<file path="config.mk">
export PLATFORM = sky130hd
export DESIGN_NAME = rcdl_top
export DESIGN_NICKNAME = d
export VERILOG_FILES = /design/src/rtl/rcdl_pkg.sv /design/src/rtl/rcdl_top.sv
export VERILOG_INCLUDE_DIRS = /design/src /design/src/rtl
export SDC_FILE = /design/constraint.sdc
export NUM_CORES = 1
export LEC_CHECK = 0
export BUFFER_PORTS_ARGS = -buffer_cell sky130_fd_sc_hd__buf_2
export CAP_MARGIN = 0
export CORE_MARGIN = 1.5
export CORE_UTILIZATION = 58
export DETAILED_ROUTE_END_ITERATION = 8
export PLACE_DENSITY = 0.86
export SLEW_MARGIN = 20
export SYNTH_ARGS = -nofsm -noshare
export SYNTH_HDL_FRONTEND = slang
export SYNTH_SLANG_ARGS = --single-unit
</file>
<file path="constraint.sdc">
create_clock -name I_CORE_CLK -period 6.68 [get_ports I_CORE_CLK]
set_clock_uncertainty 0.05 [all_clocks]
set_input_delay 0 -clock I_CORE_CLK [delete_from_list [all_inputs] [get_ports I_CORE_CLK]]
set_output_delay 0 -clock I_CORE_CLK [all_outputs]
set_load 0.02 [all_outputs]
</file>
<file path="src/rtl/rcdl_params.svh">
// offsets, field positions, codes and reset values of the ramp command decoder
`ifndef RCDL_PARAMS_SVH
`define RCDL_PARAMS_SVH

// register offsets
`define RCDL_A_CMD16     8'h00
`define RCDL_A_CMD8      8'h01
`define RCDL_A_QSTAT     8'h04
`define RCDL_A_INPUT     8'h06
`define RCDL_A_FUNC      8'h07

// command word bit positions
`define RCDL_B_WSYNC     4
`define RCDL_B_SPOL      5
`define RCDL_B_LATCH     6
`define RCDL_B_OVR       7
`define RCDL_B_ENDPOS    12
`define RCDL_B_ENDTIM    13
`define RCDL_B_SOUT      14
`define RCDL_B_CLRT      15

// input status bit positions
`define RCDL_I_SLD_R     0
`define RCDL_I_SLD_L     1
`define RCDL_I_STOP_R    2
`define RCDL_I_STOP_L    3
`define RCDL_I_SYNC      4

// function enable bits
`define RCDL_F_STOP      0
`define RCDL_F_SLD       1
`define RCDL_FUNC_RST    2'h1

// opcodes of the low nibble
`define RCDL_OP_LIN      4'h1
`define RCDL_OP_AUTO     4'h3
`define RCDL_OP_RAMP_MAX 4'h3
`define RCDL_OP_ANA      4'h8

// parameter selectors
`define RCDL_SEL_ANOM    4'h0
`define RCDL_SEL_VNOM    4'h1
`define RCDL_SEL_AACC    4'h2
`define RCDL_SEL_AVEL    4'h3
`define RCDL_SEL_ASLD    4'h4
`define RCDL_SEL_VSLD    4'h5
`define RCDL_SEL_SLOPE   4'h6
`define RCDL_SEL_DIV     4'h7
`define RCDL_SEL_MISC    4'he
`define RCDL_SEL_NONE    4'hf
`define RCDL_SEL_IMOT0   4'h4

`endif

</file>
<file path="src/rtl/rcdl_pkg.sv">
// types of the ramp command decoder
package rcdl_pkg;
  typedef enum logic {RCDL_FREE, RCDL_BUSY} rcdl_exec_t;
endpackage

</file>
<file path="src/rtl/rcdl_top.sv">
// ramp command decoder with queue, limit switches and status registers
// Operation
// 8-bit command keeps bits 12..15
// selectors 0..3 load 14-bit signed ramp values
// selectors 4..7 load slowdown, slope, divider
// selector 14 loads misc, 15 nothing
// host right-aligns values at destination width
// target ends command only if bit 12; the automatic ramp (opcode 3) ends at target whatever bit 12 holds
// time limit ends command only if bit 13
// bit 14 drives sync output level
// bit 15 clears time counter at start
// current write loads thresholds and current levels
// queue status low bits give entry count
// stop flag set, cleared by status read
// slowdown flag set, cleared by status read
// input status shows switches and sync
// function register enables stop and slowdown
// matching stop pulse zeroes velocity, halts
// slowdown decelerates linearly to slowdown velocity
// slowdown during automatic ramp stops at once
// host cancels ramp while slowdown active
// reference search: override, sync wait, latch
// bit 4 waits for sync polarity bit 5
// bit 6 latches holding registers, raises interrupt
// reactions gated by enables, inputs still visible
//
// The implementer's own choice: the address-and-strobe port.
`timescale 1ns/1ps
`include "rcdl_params.svh"
module rcdl_top #(
  parameter int DEPTH = 7
) (
  // clock and reset
  input  wire logic        I_CORE_CLK,
  input  wire logic        I_NRST,
  // register port
  input  wire logic [7:0]  I_ADDR,
  input  wire logic [31:0] I_WDATA,
  input  wire logic        I_WR,
  input  wire logic        I_RD,
  output logic      [31:0] O_RDATA,
  // switch and sync pins
  input  wire logic        I_LEFT_STOP_PIN_N,
  input  wire logic        I_RIGHT_STOP_PIN_N,
  input  wire logic        I_LEFT_SLOWDOWN_PIN_N,
  input  wire logic        I_RIGHT_SLOWDOWN_PIN_N,
  input  wire logic        I_SYNC_IN,
  // ramp integrator feedback
  input  wire logic        I_ACCEL_REACHED,
  input  wire logic        I_VEL_REACHED,
  input  wire logic        I_TARGET_REACHED,
  input  wire logic        I_TIME_LIMIT_HIT,
  // ramp control
  output logic      [3:0]  O_RAMP_MODE,
  output logic             O_RAMP_HALT,
  output logic             O_RAMP_TICK,
  output logic      [23:0] O_RAMP_TIME,
  output logic             O_SYNC_OUT,
  output logic             O_LATCH,
  output logic             O_QUEUE_IRQ,
  // ramp parameters
  output logic      [13:0] O_NOM_ACCEL,
  output logic      [13:0] O_NOM_VEL,
  output logic      [13:0] O_ACT_ACCEL,
  output logic      [13:0] O_ACT_VEL,
  output logic      [12:0] O_SLD_ACCEL,
  output logic      [12:0] O_SLD_VEL,
  output logic      [13:0] O_ACCEL_SLOPE,
  output logic      [3:0]  O_RAMP_DIV,
  output logic      [1:0]  O_MISC_CTRL,
  // current control parameters
  output logic      [12:0] O_CMP_THRESH [4],
  output logic      [7:0]  O_MOTOR_CURRENT [4]
);

  initial begin
    if (DEPTH < 1 || DEPTH > 7) $error("DEPTH must be 1..7");
  end

  logic [4:0]  pin_s1_reg;
  logic [4:0]  pin_s2_reg;
  logic [4:0]  in_prev_reg;
  logic [4:0]  in_state;
  logic [1:0]  func_reg;
  logic [3:0]  hi_reg;
  logic [15:0] q_cmd_reg [DEPTH];
  logic [15:0] q_val_reg [DEPTH];
  logic [2:0]  head_reg;
  logic [2:0]  tail_reg;
  logic [2:0]  count_reg;
  logic [2:0]  force_reg;
  logic [15:0] head_cmd;
  logic [15:0] head_val;
  logic [3:0]  sel;
  logic        is_ana;
  logic        sync_ok;
  logic        forcing;
  logic        pop;
  logic        run;
  logic        wr_cmd;
  logic        wr_ok;
  logic [15:0] new_cmd;
  rcdl_pkg::rcdl_exec_t state_reg;
  logic [3:0]  mode_reg;
  logic        end_pos_reg;
  logic        end_time_reg;
  logic        halt_reg;
  logic        sync_out_reg;
  logic        latch_reg;
  logic        irq_reg;
  logic        cmd_done;
  logic [15:0] div_cnt_reg;
  logic [15:0] tick_mask;
  logic        tick;
  logic        tick_reg;
  logic [23:0] time_reg;
  logic        dir_right;
  logic        stop_fire;
  logic        sld_act;
  logic        sld_kill;
  logic        stop_flag_reg;
  logic        sld_flag_reg;
  logic        rd_q;
  logic [13:0] mag;
  logic [13:0] nmag;
  logic [13:0] sld_vel_next;
  logic [13:0] nom_accel_reg;
  logic [13:0] nom_vel_reg;
  logic [13:0] act_accel_reg;
  logic [13:0] act_vel_reg;
  logic [12:0] sld_accel_reg;
  logic [12:0] sld_vel_reg;
  logic [13:0] slope_reg;
  logic [3:0]  div_reg;
  logic [1:0]  misc_reg;
  logic [12:0] thr_reg [4];
  logic [7:0]  cur_reg [4];
  logic [31:0] rdata_reg;

  // pins are asynchronous: two flops before use
  always_ff @(posedge I_CORE_CLK) begin
    if (!I_NRST) begin
      pin_s1_reg  <= 5'h0f;
      pin_s2_reg  <= 5'h0f;
      in_prev_reg <= 5'h00;
    end else begin
      pin_s1_reg  <= {I_SYNC_IN, I_LEFT_STOP_PIN_N, I_RIGHT_STOP_PIN_N,
                      I_LEFT_SLOWDOWN_PIN_N, I_RIGHT_SLOWDOWN_PIN_N};
      pin_s2_reg  <= pin_s1_reg;
      in_prev_reg <= in_state;
    end
  end

  // switches are active low, sync is shown as its level
  assign in_state = {pin_s2_reg[`RCDL_I_SYNC], ~pin_s2_reg[`RCDL_I_STOP_L:`RCDL_I_SLD_R]};

  // positive velocity means increasing position, i.e. the right switch
  assign dir_right = ~act_vel_reg[13];
  assign stop_fire = func_reg[`RCDL_F_STOP] &
    (dir_right ? in_state[`RCDL_I_STOP_R] & ~in_prev_reg[`RCDL_I_STOP_R]
               : in_state[`RCDL_I_STOP_L] & ~in_prev_reg[`RCDL_I_STOP_L]);
  assign sld_act = func_reg[`RCDL_F_SLD] &
    (dir_right ? in_state[`RCDL_I_SLD_R] : in_state[`RCDL_I_SLD_L]);
  // slowdown is meaningless for the automatic ramp, so it is killed outright
  assign sld_kill = sld_act & (state_reg == rcdl_pkg::RCDL_BUSY) &
                    (mode_reg == `RCDL_OP_AUTO);

  // ramp clock: f_clk / 2^(div+1)
  assign tick_mask = 16'hffff >> (4'hf - div_reg);
  assign tick      = (div_cnt_reg & tick_mask) == tick_mask;

  always_ff @(posedge I_CORE_CLK) begin
    if (!I_NRST) begin
      div_cnt_reg <= 16'h0000;
      tick_reg    <= 1'b0;
    end else begin
      div_cnt_reg <= div_cnt_reg + 16'h0001;
      tick_reg    <= tick;
    end
  end

  // command queue write side
  assign wr_cmd  = I_WR && (I_ADDR == `RCDL_A_CMD16 || I_ADDR == `RCDL_A_CMD8);
  assign wr_ok   = wr_cmd && (count_reg != 3'(DEPTH));
  assign new_cmd = (I_ADDR == `RCDL_A_CMD16) ? I_WDATA[15:0]
                 : {hi_reg, `RCDL_SEL_NONE, I_WDATA[7:0]};

  always_ff @(posedge I_CORE_CLK) begin
    if (!I_NRST) begin
      hi_reg <= 4'h0;
    end else if (wr_ok && I_ADDR == `RCDL_A_CMD16) begin
      hi_reg <= I_WDATA[15:12];
    end
  end

  genvar gi;
  generate
    for (gi = 0; gi < DEPTH; gi++) begin : g_entry
      always_ff @(posedge I_CORE_CLK) begin
        if (!I_NRST) begin
          q_cmd_reg[gi] <= 16'h0000;
          q_val_reg[gi] <= 16'h0000;
        end else if (wr_ok && tail_reg == 3'(gi)) begin
          q_cmd_reg[gi] <= new_cmd;
          q_val_reg[gi] <= I_WDATA[31:16];
        end
      end
    end
  endgenerate

  // queue read side
  assign head_cmd = q_cmd_reg[head_reg];
  assign head_val = q_val_reg[head_reg];
  assign sel      = head_cmd[11:8];
  assign is_ana   = head_cmd[3:0] == `RCDL_OP_ANA;
  assign sync_ok  = !head_cmd[`RCDL_B_WSYNC] ||
                    (in_state[`RCDL_I_SYNC] == head_cmd[`RCDL_B_SPOL]);
  assign forcing  = force_reg != 3'h0;
  // entries ahead of an override go at once; the override itself cuts the
  // running ramp but still honours its own sync wait
  assign pop = (count_reg != 3'h0) &&
               (force_reg > 3'h1 ||
                ((state_reg == rcdl_pkg::RCDL_FREE || force_reg == 3'h1) && sync_ok));
  assign run = pop && (!forcing || force_reg == 3'h1);

  always_ff @(posedge I_CORE_CLK) begin
    if (!I_NRST) begin
      head_reg  <= 3'h0;
      tail_reg  <= 3'h0;
      count_reg <= 3'h0;
      force_reg <= 3'h0;
    end else begin
      if (wr_ok) tail_reg <= (tail_reg == 3'(DEPTH - 1)) ? 3'h0 : tail_reg + 3'h1;
      if (pop) head_reg <= (head_reg == 3'(DEPTH - 1)) ? 3'h0 : head_reg + 3'h1;
      count_reg <= count_reg + 3'(wr_ok) - 3'(pop);
      if (wr_ok && new_cmd[`RCDL_B_OVR]) begin
        force_reg <= count_reg + 3'h1 - 3'(pop);
      end else if (pop && forcing) begin
        force_reg <= force_reg - 3'h1;
      end
    end
  end

  // termination of the running ramp command
  assign cmd_done = (mode_reg == `RCDL_OP_AUTO)
                  ? I_TARGET_REACHED || (end_time_reg && I_TIME_LIMIT_HIT)
                  : (end_pos_reg && I_TARGET_REACHED) ||
                    (end_time_reg && I_TIME_LIMIT_HIT);

  // slowdown step toward the slowdown velocity, keeping the sign
  always_comb begin
    mag  = act_vel_reg[13] ? 14'(-act_vel_reg) : act_vel_reg;
    nmag = mag;
    if (mag > {1'b0, sld_vel_reg}) begin
      if (mag > {1'b0, sld_accel_reg} &&
          (mag - {1'b0, sld_accel_reg}) > {1'b0, sld_vel_reg}) begin
        nmag = mag - {1'b0, sld_accel_reg};
      end else begin
        nmag = {1'b0, sld_vel_reg};
      end
    end
    sld_vel_next = act_vel_reg[13] ? 14'(-nmag) : nmag;
  end

  // command execution, velocity and stop reactions
  always_ff @(posedge I_CORE_CLK) begin
    if (!I_NRST) begin
      state_reg    <= rcdl_pkg::RCDL_FREE;
      mode_reg     <= 4'h0;
      end_pos_reg  <= 1'b0;
      end_time_reg <= 1'b0;
      halt_reg     <= 1'b0;
      sync_out_reg <= 1'b0;
      latch_reg    <= 1'b0;
      irq_reg      <= 1'b0;
      act_vel_reg  <= 14'h0000;
    end else begin
      latch_reg <= run && head_cmd[`RCDL_B_LATCH];
      irq_reg   <= run && head_cmd[`RCDL_B_LATCH];
      if (run) begin
        sync_out_reg <= head_cmd[`RCDL_B_SOUT];
        end_pos_reg  <= head_cmd[`RCDL_B_ENDPOS];
        end_time_reg <= head_cmd[`RCDL_B_ENDTIM];
        if (head_cmd[3:0] <= `RCDL_OP_RAMP_MAX) begin
          mode_reg  <= head_cmd[3:0];
          halt_reg  <= 1'b0;
          state_reg <= rcdl_pkg::RCDL_BUSY;
        end
      end else if (state_reg == rcdl_pkg::RCDL_BUSY && cmd_done) begin
        state_reg <= rcdl_pkg::RCDL_FREE;
      end
      if (stop_fire || sld_kill) begin
        act_vel_reg <= 14'h0000;
        halt_reg    <= 1'b1;
        state_reg   <= rcdl_pkg::RCDL_FREE;
      end else if (pop && !is_ana && sel == `RCDL_SEL_AVEL) begin
        act_vel_reg <= head_val[13:0];
      end else if (sld_act && tick) begin
        mode_reg    <= `RCDL_OP_LIN;
        act_vel_reg <= sld_vel_next;
      end
    end
  end

  // ramp time counter
  always_ff @(posedge I_CORE_CLK) begin
    if (!I_NRST) begin
      time_reg <= 24'h000000;
    end else if (run && head_cmd[`RCDL_B_CLRT]) begin
      time_reg <= 24'h000000;
    end else if (tick) begin
      time_reg <= time_reg + 24'h000001;
    end
  end

  // ramp parameter loads; values are taken right-aligned
  always_ff @(posedge I_CORE_CLK) begin
    if (!I_NRST) begin
      nom_accel_reg <= 14'h0000;
      nom_vel_reg   <= 14'h0000;
      act_accel_reg <= 14'h0000;
      sld_accel_reg <= 13'h0000;
      sld_vel_reg   <= 13'h0000;
      slope_reg     <= 14'h0000;
      div_reg       <= 4'h0;
      misc_reg      <= 2'h0;
    end else if (pop && !is_ana) begin
      case (sel)
        `RCDL_SEL_ANOM:  nom_accel_reg <= head_val[13:0];
        `RCDL_SEL_VNOM:  nom_vel_reg   <= head_val[13:0];
        `RCDL_SEL_AACC:  act_accel_reg <= head_val[13:0];
        `RCDL_SEL_ASLD:  sld_accel_reg <= head_val[12:0];
        `RCDL_SEL_VSLD:  sld_vel_reg   <= head_val[12:0];
        `RCDL_SEL_SLOPE: slope_reg     <= head_val[13:0];
        `RCDL_SEL_DIV:   div_reg       <= head_val[3:0];
        `RCDL_SEL_MISC:  misc_reg      <= head_val[1:0];
        default: ;
      endcase
    end
  end

  generate
    for (gi = 0; gi < 4; gi++) begin : g_ana
      always_ff @(posedge I_CORE_CLK) begin
        if (!I_NRST) begin
          thr_reg[gi] <= 13'h0000;
          cur_reg[gi] <= 8'h00;
        end else if (pop && is_ana) begin
          if (sel == 4'(gi)) thr_reg[gi] <= head_val[12:0];
          if (sel == `RCDL_SEL_IMOT0 + 4'(gi)) begin
            cur_reg[gi] <= head_val[7:0];
          end
        end
      end
      assign O_CMP_THRESH[gi]    = thr_reg[gi];
      assign O_MOTOR_CURRENT[gi] = cur_reg[gi];
    end
  endgenerate

  // event flags: a new event wins over the read that clears
  assign rd_q = I_RD && I_ADDR == `RCDL_A_QSTAT;

  always_ff @(posedge I_CORE_CLK) begin
    if (!I_NRST) begin
      stop_flag_reg <= 1'b0;
      sld_flag_reg  <= 1'b0;
    end else begin
      stop_flag_reg <= stop_fire || (stop_flag_reg && !rd_q);
      sld_flag_reg  <= sld_act || (sld_flag_reg && !rd_q);
    end
  end

  always_ff @(posedge I_CORE_CLK) begin
    if (!I_NRST) begin
      func_reg <= `RCDL_FUNC_RST;
    end else if (I_WR && I_ADDR == `RCDL_A_FUNC) begin
      func_reg <= I_WDATA[1:0];
    end
  end

  // read data stand only in the cycle after the strobe
  always_ff @(posedge I_CORE_CLK) begin
    if (!I_NRST || !I_RD) begin
      rdata_reg <= 32'h00000000;
    end else begin
      case (I_ADDR)
        `RCDL_A_QSTAT: rdata_reg <= {18'h00000, sld_flag_reg, stop_flag_reg,
          (state_reg == rcdl_pkg::RCDL_BUSY && mode_reg == `RCDL_OP_AUTO),
          I_TARGET_REACHED, I_VEL_REACHED, I_ACCEL_REACHED, 5'h00, count_reg};
        `RCDL_A_INPUT: rdata_reg <= {27'h0000000, in_state};
        `RCDL_A_FUNC:  rdata_reg <= {30'h00000000, func_reg};
        default:       rdata_reg <= 32'h00000000;
      endcase
    end
  end

  assign O_RDATA       = rdata_reg;
  assign O_RAMP_MODE   = mode_reg;
  assign O_RAMP_HALT   = halt_reg;
  assign O_RAMP_TICK   = tick_reg;
  assign O_RAMP_TIME   = time_reg;
  assign O_SYNC_OUT    = sync_out_reg;
  assign O_LATCH       = latch_reg;
  assign O_QUEUE_IRQ   = irq_reg;
  assign O_NOM_ACCEL   = nom_accel_reg;
  assign O_NOM_VEL     = nom_vel_reg;
  assign O_ACT_ACCEL   = act_accel_reg;
  assign O_ACT_VEL     = act_vel_reg;
  assign O_SLD_ACCEL   = sld_accel_reg;
  assign O_SLD_VEL     = sld_vel_reg;
  assign O_ACCEL_SLOPE = slope_reg;
  assign O_RAMP_DIV    = div_reg;
  assign O_MISC_CTRL   = misc_reg;

  a_stop_zero_vel: assert property (@(posedge I_CORE_CLK) disable iff (!I_NRST)
    stop_fire |=> act_vel_reg == 14'h0000 && stop_flag_reg && halt_reg)
    else $error("stop did not zero velocity");
  a_stop_flag_clr: assert property (@(posedge I_CORE_CLK) disable iff (!I_NRST)
    rd_q && !stop_fire |=> !stop_flag_reg)
    else $error("stop flag not cleared by read");
  a_sld_flag_set: assert property (@(posedge I_CORE_CLK) disable iff (!I_NRST)
    sld_act |=> sld_flag_reg)
    else $error("slowdown flag not set");
  a_count_incr: assert property (@(posedge I_CORE_CLK) disable iff (!I_NRST)
    wr_ok && !pop |=> count_reg == $past(count_reg) + 3'h1)
    else $error("queue count wrong after write");
  a_timer_clear: assert property (@(posedge I_CORE_CLK) disable iff (!I_NRST)
    run && head_cmd[`RCDL_B_CLRT] |=> time_reg == 24'h000000)
    else $error("time counter not cleared");
  a_sync_wait: assert property (@(posedge I_CORE_CLK) disable iff (!I_NRST)
    count_reg != 3'h0 && !forcing && !sync_ok |-> !pop)
    else $error("command left queue before sync");
  a_latch_pulse: assert property (@(posedge I_CORE_CLK) disable iff (!I_NRST)
    run && head_cmd[`RCDL_B_LATCH] |=> O_LATCH && O_QUEUE_IRQ)
    else $error("latch and interrupt not raised");
  a_cmd8_keep: assert property (@(posedge I_CORE_CLK) disable iff (!I_NRST)
    wr_ok && I_ADDR == `RCDL_A_CMD8 |=> hi_reg == $past(hi_reg))
    else $error("short command changed upper bits");
  a_time_gate: assert property (@(posedge I_CORE_CLK) disable iff (!I_NRST)
    state_reg == rcdl_pkg::RCDL_BUSY && mode_reg != `RCDL_OP_AUTO && !end_time_reg
    && !end_pos_reg && !stop_fire && !sld_kill && !run |=> state_reg == rcdl_pkg::RCDL_BUSY)
    else $error("command ended without enabled condition");
  a_sync_out: assert property (@(posedge I_CORE_CLK) disable iff (!I_NRST)
    run |=> O_SYNC_OUT == $past(head_cmd[`RCDL_B_SOUT]))
    else $error("sync output not taken from command");

endmodule

</file>
# ---- Yosys cells after proc, flatten, opt, wreduce, memory -nomap -nowiden
# Memory sizes are Yosys's and may differ from the RTL's. A register that Yosys moved wholly into a read port is not among the register bits.
# Cells that the tools add are included.
dict set report totals {
  memories 4
  ram_bits 308
  elab_cells 289
  ff_bits 219
  out_inout_bits 251
  inputBits 53
}
dict set report op_classes {
  muxes 106
  eq_ne 26
  bitwise 34
  n_addsub 13
  magnitude_cmp 5
  shifts 1
  n_reduce_logical 69
}
# memory words width rd rd_clocked_by_memory_dff write_ports line_no
set mem_list {}
lappend mem_list {q_cmd_reg 7 16 1 1 7 rcdl_top.sv:86} ;# logic [15:0] q_cmd_reg [DEPTH];
lappend mem_list {q_val_reg 7 16 1 1 7 rcdl_top.sv:87} ;# logic [15:0] q_val_reg [DEPTH];
lappend mem_list {thr_reg 4 13 4 0 4 rcdl_top.sv:136} ;# logic [12:0] thr_reg [4];
lappend mem_list {cur_reg 4 8 4 0 4 rcdl_top.sv:137} ;# logic [7:0] cur_reg [4];
# operator count
set ops {}
lappend ops {{$mux W16} 15}
lappend ops {{$mux W14} 6}
lappend ops {{$mux W1} 63}
lappend ops {{$mux W13} 4}
lappend ops {{$gt A14 B13 Y1} 3}
lappend ops {{$pmux W14 S3} 1}
lappend ops {{$mux W8} 4}
lappend ops {{$logic_and A1 B1 Y1} 30}
lappend ops {{$neg A14 Y14} 2}
lappend ops {{$add A24 B1 Y24 const B} 1}
lappend ops {{$eq A8 B3 Y1 const B} 3}
lappend ops {{$mux W3} 8}
lappend ops {{$or A1 B1 Y1} 22}
lappend ops {{$mux W4} 5}
lappend ops {{$reduce_and A2 Y1} 10}
lappend ops {{$add A16 B1 Y16 const B} 1}
lappend ops {{$and A16 B16 Y16} 1}
lappend ops {{$eq A16 B16 Y1} 1}
lappend ops {{$eq A4 B3 Y1 const B} 4}
lappend ops {{$shr A16 B4 Y16 const A} 1}
lappend ops {{$sub A14 B13 Y14} 1}
lappend ops {{$eq A3 B3 Y1 const B} 4}
lappend ops {{$eq A4 B2 Y1 const B} 3}
lappend ops {{$logic_or A1 B1 Y1} 11}
lappend ops {{other kinds (25)} 50}

# ---- Longest topological paths before layout
# Gate-level depths: netlist (run 1).
dict set report depth {
  word_depth 11
  depth_mapped 29
  ltp_nobuf 28
}

# ---- Worst setup path after synthesis (run 1)
# Ideal clock, no wire load.
dict set report synth_path {
  path_kind {reg-to-reg}
  start {register act_vel_reg[2], in the netlist O_ACT_VEL[2]}
  end {register act_vel_reg[12], in the netlist O_ACT_VEL[12]}
  n_path_buf 1
  slack_ps 1045
  required_time_ps 6503
  setup_time_ps 127
  period_less_slack_ps 5635
  path_stages_with_launch 23
  arrival_time_ps 5458
  path_cell_list {dfxtp_1 -> nor4_4 -> nand2_1 -> o21ai_0 -> xnor2_1 -> ha_1 -> a21oi_2 -> or2b_1 -> o31ai_1 -> o21bai_1 -> a21oi_1 -> xnor2_1 -> ha_1 -> nand3_1 -> nor2b_1 -> or3_1 -> buf_2 -> a2111oi_1 -> a311oi_2 -> or3_4 -> nor4_2 -> a211oi_1 -> or3_1}
}
dict set report synth_via {
  elab_chain_len 11
}
# element line_no
set synth_rtl {}
lappend synth_rtl {{start, declared} rcdl_top.sv:130} ;# logic [13:0] act_vel_reg;
lappend synth_rtl {{start signal, assigned} rcdl_top.sv:297} ;# act_vel_reg <= head_val[13:0];
lappend synth_rtl {{start signal, assigned} rcdl_top.sv:300} ;# act_vel_reg <= sld_vel_next;
lappend synth_rtl {{$neg A14 Y14} rcdl_top.sv:252} ;# mag = act_vel_reg[13] ? 14'(-act_vel_reg) : act_vel_reg;
lappend synth_rtl {{$mux W14 (*)} rcdl_top.sv:252}
lappend synth_rtl {{$sub A14 B13 Y14} {rcdl_top.sv:256, rcdl_top.sv:257}}
lappend synth_rtl {{$gt A14 B13 Y1} rcdl_top.sv:256} ;# (mag - {1'b0, sld_accel_reg}) > {1'b0, sld_vel_reg}) begin
lappend synth_rtl {{$logic_and A1 B1 Y1} rcdl_top.sv:255} ;# if (mag > {1'b0, sld_accel_reg} &&
lappend synth_rtl {{$mux W14} rcdl_top.sv:255}
lappend synth_rtl {{$mux W14 (*)} rcdl_top.sv:254} ;# if (mag > {1'b0, sld_vel_reg}) begin
lappend synth_rtl {{$neg A14 Y14} rcdl_top.sv:262} ;# sld_vel_next = act_vel_reg[13] ? 14'(-nmag) : nmag;
lappend synth_rtl {{$mux W14 (*)} rcdl_top.sv:262}
lappend synth_rtl {{$mux W14 (*)} rcdl_top.sv:298} ;# end else if (sld_act && tick) begin
lappend synth_rtl {{$mux W14 (*)} rcdl_top.sv:296} ;# end else if (pop && !is_ana && sel == `RCDL_SEL_AVEL) begin
# Every way passes the cells marked *; elsewhere a longest branch is shown, timed or not. The select of a mux whose other input is x is not followed.
# A chain may end at the register's enable or synchronous reset.

# ---- Final worst setup path (run 1)
dict set report layout_path {
  start {register act_vel_reg[0], in the netlist O_ACT_VEL[0]}
  end {register act_vel_reg[10], in the netlist O_ACT_VEL[10]}
}
# The elaborated chain is that of the path after synthesis.

==> results.cfg, run 1 <==
[synthesis]
synth_most_common_cell = nor2_1
ys.flop_type = edfxtp_1
seq_area_frac_synth_pct = 56.7
synth_commonest_cells = nor2_1, edfxtp_1, dfxtp_1, nand2_1, and2_1
ys_async_sr_fraction_pct = 0
syn_area_mm2 = 0.0222
synth-edff-count = 287
synth_top_area_share_pct = 38.8
avgSynthCellArea_um2 = 10.9
yosysTopAreaCell = edfxtp_1
ys_types = 86
synth_area_leaders = edfxtp_1, dfxtp_1, nor2_1, a211oi_1, and2_1
syn_inst = 2043
yosys_warnings = 0
synth-seq-cells = 486

[sta]
final.setup.tns_ns = 0
hold_ws_ns = 0.145
worstMarginPinSlew_ns = 1.11
hold_viol = 0
min_period_ns = 6.35
min_period_over_period_pct = 95.1
setup_viol = 0
timing.fmax_ghz = 0.157
rsz0062_at_grt = false
drv_slew = 0
slew_headroom_pct = 25.8

[power]
p_sw_share_pct = 39.4
peakVddDrop_uv = 275
p_per_area_mw_per_mm2 = 417
power_frac_clock_pct = 25.9
p_leak_nw = 10.6
p_comb_share_pct = 41.3
switching_power_mw = 4.33
seqPwrFrac_pct = 32.8
p_int_mw = 6.66

[floorplan]
die_x_um = 199
die-area_mm2 = 0.0395
core_area_mm2 = 0.0377
die_h_um = 199
initial_utilization_pct = 59.0
core.rowCount = 71
top_level_ports = 304

[cts]
clk_pin_slew_ns = 0.07
numCtsBuffers = 47
post_cts_buffers = 0
tritoncts = yes
h-tree-depth = 2
cts-root-buf = clkbuf_16
cts_buffer_depth = 3
clock_latency_ns = 0.59
cts.sinks = 486

[worst_hold_path]
min_from = I_ACCEL_REACHED
hp-class = in2reg
min_delay_path_depth = 3

[setup_path]
required_ns = 7.14
r2r_cells = 23
crit_slowest_cell = or3_4
cp.arrival_ns = 6.81
path_cells = inv_1 > ha_1 > nand2_1 > o21ai_0 > inv_1 > fa_1 > nor2b_1 > o21ai_1 > a21oi_1 > o31ai_2 > o21bai_1 > a21oi_1 > xnor2_1 > ha_1 > a21o_1 > a2111oi_0 > or3_1 > a21o_2 > a311oi_1 > or3_4 > or3_1 > or4_1 > a31oi_1
critical_path_class = reg2reg
crit_start = O_ACT_VEL[0]
worstReg2RegStart = O_ACT_VEL[0]
worst_setup_path_start_kind = flop
max_stage_delay_ns = 0.50
crit_fanout = 8
cp-end-kind = flop

[cells_and_area]
drive_above_1_share_pct = 20.5
area_delta_synth_final_pct = 18.6
largest_reg_flops = 105
fin_nets = 2451

[drt]
dr_total_vias = 17600
viasPerCell = 6.06
drcViolationCount = 0
ant_nets = 0
drtPass1Iterations = 5
drtIter0Drc = 1695
wl_um = 64900
wl_per_cell_um = 22.4

[grt]
overflow = 0
track_usage_pct = 32.3
antenna_found_initial = 1
grt_pass1_wl_um = 96400
grt_start_max_net_pins = 77
grt_pass1_vias = 16900

[place]
hpwlAfterDp_um = 41400
gp_congestion = 0.958
place.port_buffers = 280

[run]
cap_violations = 0

[status]
status = complete, no violations
## stage by stage
step                total power [mW]  cells  setup WS [ns]  utilization [%]  area, um^2
floorplan                       6.72   2063           1.05                -       22300
global placement                7.89   2751          0.470             64.0       24100
detailed placement              8.01   2751          0.358             64.0       24100
CTS                             10.8   2895          0.315             69.9       26300
global route                    11.4   2896         0.0304             69.9       26300
finish                          11.0   2896          0.328             69.9       26300
## placed cells by master, fill, tap and decap left out, types with 9 or more instances in the layout
cell type,count
nor2_1,348
edfxtp_1,287
buf_2,280
dfxtp_1,197
nand2_1,118
and2_1,117
a211oi_1,99
o21ai_0,65
and3_1,62
inv_1,62
mux2i_1,57
dlygate4sd3_1,56
ha_1,51
a21oi_1,50
clkbuf_16,50
nand3_1,36
buf_4,35
xor2_1,32
mux4_2,29
xnor2_1,28
or3_1,23
conb_1,21
nand4_1,19
nand2b_1,19
nor3_1,19
a31oi_1,11
clkinv_1,9
mux2_2,9
## path summary, 6_finish.rpt
path | endpoint | slack (ns)
setup / recovery | O_ACT_VEL[10] | 0.33
hold / removal | O_RDATA[8] | 0.14
setup reg to reg | O_ACT_VEL[10] | 0.33
hold reg to reg | pin_s2_reg[0] | 0.38
## per-layer routing
layer,track usage (%),up-vias,part of all wire (%),routed length (um)
met3,6.31,188,9.8,6370
met2,53.8,1005,49,31800
li1,-,7879,-,-
met4,14.8,0,4.2,2710
met1,40.7,8478,37,24000
met5,0,-,0,0
## kinds of logic (layout without fill, tap and decap cells)
family / Yosys count / after routing / share of synthesized area (%)
AOI/OAI and AO/OA: 317 / 317 / 9.74
xor gates and xnor gates: 61 / 61 / 2.44
adders and majority gates: 53 / 53 / 3.05
buffers and inverters: 203 / 524 / 3.90
DFF: 486 / 486 / 56.7
muxes: 105 / 105 / 6.43
other: 1 / 22 / 0.0169
and+or+nand+nor: 817 / 817 / 17.7
## worst max-delay path, delay by kind of cell (launching register included)
| kind | cells | cell delay (ns) |
|---|---|---|
| AO/OA/AOI/OAI | 11 | 2.34 |
| AND/OR/NAND/NOR | 6 | 1.87 |
| adder cells (fa/ha/maj) | 3 | 1.07 |
| flip-flops | 1 | 0.38 |
| buffers and inverters | 2 | 0.31 |
| XOR/XNOR | 1 | 0.26 |
## cell type report
type                       count  area (um^2)
multi-input combinational   1374         8960
fill                        2646        11300
sequential                   486        12600
timing repair buffer         371         2220
clock inverter                26          300
clock buffer                  62         1370
inverter                      65          246
tap                          511          639
antenna                        1         2.50
## power by group through the flow
stage	logic, mW	clock network (mW)	registers, mW
final	4.54	2.84	3.60
after global routing	4.84	2.97	3.62
after CTS	4.41	2.85	3.60
after detailed placement	4.35	0	3.66
after global placement	4.24	0	3.64
after floorplan	2.95	0	3.77
## timing repair
item,4_1_cts,5_1_grt
setup endpoints to repair,0,3
endpoints found under the hold margin,236,0
gates resized for setup,0,1
hold buffers,56,0
Power figures use the tool's default switching activity.
==> run 2, diff against run 1 <==
- ABC_AREA: unset -> 1
- BUFFER_PORTS_ARGS: -buffer_cell sky130_fd_sc_hd__buf_2 -> unset
- CORE_UTILIZATION: 58 -> 64
- DONT_BUFFER_PORTS: unset -> 1
==> run 2 against run 1 <==
  * Total power increased by 4.5%
  * Largest power group unchanged
  * Utilization rose by 1.7 points
  * Sequential power up 8.6%
  * Clock-buffer cell count rose by 13
  * Clock power decreased by 7.0%
  * Die area is 9.3% lower
  * First-iteration DRC count grew 26%
  * Critical path depth rose by 10
  * Maximum frequency increased by 8.2%
  * Setup slack better by 0.48 ns
  * Synthesized area decreased by 0.12%
  * Combinational power rose by 8.6%
==> results.cfg, run 2 <==
[status]
status = complete, no violations

[sta]
min_period_over_period_pct = 87.9
slew_headroom_pct = 24.4
drv_slew = 0
final.setup.tns_ns = 0
rsz0062_at_grt = false
timing.fmax_ghz = 0.170
setup_ws_ns = 0.811
hold_viol = 0
min_period_ns = 5.87
worstMarginPinSlew_ns = 1.13
setup_viol = 0

[grt]
track_usage_pct = 35.1
grt_pass1_wl_um = 96400
use_met2_pct = 57.7
grt_pass1_vias = 17700
antenna_found_initial = 2
top_usage_layer = met2
overflow = 0
grt_start_max_net_pins = 126
grtUsageMet3_pct = 9.06
met1_usage_pct = 42.0

[setup_path]
max_stage_delay_ns = 0.57
required_ns = 7.08
crit_fanout = 14
crit_start = O_ACT_VEL[0]
cp.arrival_ns = 6.27
cpMostUsedCell = nand2_1
crit_slowest_cell = dfxtp_1
worst_setup_path_start_kind = flop
worstReg2RegStart = O_ACT_VEL[0]
critical_path_class = reg2reg
cp-end-kind = flop

[cts]
clock_latency_ns = 0.60
numCtsBuffers = 49
tritoncts = yes
cts.sinks = 486
ctsResizeCount = 0
clk_pin_slew_ns = 0.06
cts_buffer_depth = 3
cts-root-buf = clkbuf_16
h-tree-depth = 2

[worst_hold_path]
hp-class = in2reg
min_from = I_RIGHT_STOP_PIN_N

[power]
peakVddDrop_uv = 326
p_leak_nw = 10.0
p_per_area_mw_per_mm2 = 466

[synthesis]
synth_top_area_share_pct = 38.8
synth_area_leaders = edfxtp_1, dfxtp_1, nor2_1, nand2_1, o21ai_0
syn_inst = 2468
ys_async_sr_fraction_pct = 0
synth-edff-count = 287
ys.flop_type = edfxtp_1
syn_area_mm2 = 0.0222
yosysTopAreaCell = edfxtp_1
yosys_warnings = 0
avgSynthCellArea_um2 = 8.99
seq_area_frac_synth_pct = 56.8
ys_types = 58
synth_commonest_cells = nor2_1, nand2_1, edfxtp_1, dfxtp_1, inv_1
synth_most_common_cell = nor2_1
synth-seq-cells = 486

[floorplan]
core.rowCount = 68
core_area_mm2 = 0.0344
die_x_um = 189
top_level_ports = 304
die-area_mm2 = 0.0358
die_h_um = 189
initial_utilization_pct = 64.6

[drt]
wl_per_cell_um = 21.4
dr_total_vias = 18300
drcViolationCount = 0
drtPass1Iterations = 7
viasPerCell = 6.11
ant_nets = 0
wl_um = 64000
drtIter0Drc = 2129

[cells_and_area]
drive_above_1_share_pct = 6.68
fin_nets = 2599
area_delta_synth_final_pct = 11.0
design_area_mm2 = 0.0246
layout_commonest_cell = nor2_1
final_cell_mix = nor2_1, nand2_1, edfxtp_1
largest_reg_flops = 105

[place]
hpwlAfterDp_um = 39500
place_ws_ns = 0.902
place.port_buffers = 0
gp_congestion = 0.968
post_dp_cell_area_mm2 = 0.0223

[run]
cap_violations = 0
-- run 2: cell count changes in the layout (fill, tap and decap cells not counted), moves of 116 or more --
cell	delta
a21oi_1	+117
and2_1	-116
buf_2	-280
inv_1	+136
nand2_1	+238
nor2_1	+117
o21ai_0	+125
-- run 2: area by class of cell --
| cell class | count | area [um^2] |
|---|---|---|
| Fill cell | 2369 | 9750 |
| Tap cell | 455 | 569 |
| Timing Repair Buffer | 95 | 931 |
| Inverter | 214 | 806 |
| Clock inverter | 13 | 97.6 |
| Clock buffer | 75 | 1410 |
| Antenna cell | 2 | 5.00 |
| Multi-Input combinational cell | 1647 | 8200 |
| Sequential cell | 486 | 12600 |
-- run 2: stage by stage --
step / cells / power [mW] / utilization [%] / hold WS, ns
6_report: 2987 / 11.5 / 71.6 / 0.0256
5_1_grt: 2986 / 12.1 / 71.6 / 0.0249
4_1_cts: 2984 / 11.3 / 71.6 / 0.000247
3_5_place_dp: 2817 / 8.65 / 64.9 / 0.0514
3_3_place_gp: 2817 / 8.52 / 64.9 / 0.0416
2_1_floorplan: 2488 / 7.50 / - / 0.0402
-- run 2: kinds of logic (layout without fill, tap and decap cells) --
logic type | Yosys count | count (layout) | share of synthesized area [%]
AO/OA/AOI/OAI | 459 | 459 | 11.2
multiplexers | 3 | 3 | 0.135
flip-flops | 486 | 486 | 56.8
XOR/XNOR | 37 | 37 | 1.46
buffers and inverters | 355 | 397 | 6.76
AND/OR/NAND/NOR | 1074 | 1074 | 20.6
other | 1 | 23 | 0.0169
adder cells (fa/ha/maj) | 53 | 53 | 3.06
-- run 2: metal layers --
metal / wire length, um / share of wire [%] / up-vias
li1: - / - / 8279
met4: 3380 / 5.3 / 0
met5: 0 / 0 / -
met2: 30600 / 48 / 1209
met1: 22400 / 35 / 8524
met3: 7670 / 12 / 243
-- run 2: repair_timing --
action | 4_1_cts | 5_1_grt
hold buffers | 79 | 1
buffers inserted | 0 | 0
hold endpoints to repair | 525 | 1
-- run 2: critical path: cells and delay by family, from the launching register on --
family / cells / cell delay [ns]
flip-flops: 1 / 0.57
XOR/XNOR: 2 / 0.72
adder cells (fa/ha/maj): 4 / 1.20
AO/OA/AOI/OAI: 5 / 0.71
buffers and inverters: 2 / 0.27
AND/OR/NAND/NOR: 20 / 2.23
-- run 2: final timing paths --
path,to,slack (ns),cells after the start
setup reg to reg,O_ACT_VEL[4],0.81,33
hold / removal,pin_s1_reg[2],0.03,2
hold reg to reg,pin_s2_reg[1],0.37,1
setup / recovery,O_ACT_VEL[4],0.81,33
-- run 2: power by group --
| part | internal, mW | total (mW) | switching (mW) |
|---|---|---|---|
| clock | 1.49 | 2.64 | 1.15 |
| sequential | 3.43 | 3.91 | 0.473 |
| combinational | 1.41 | 4.93 | 3.52 |
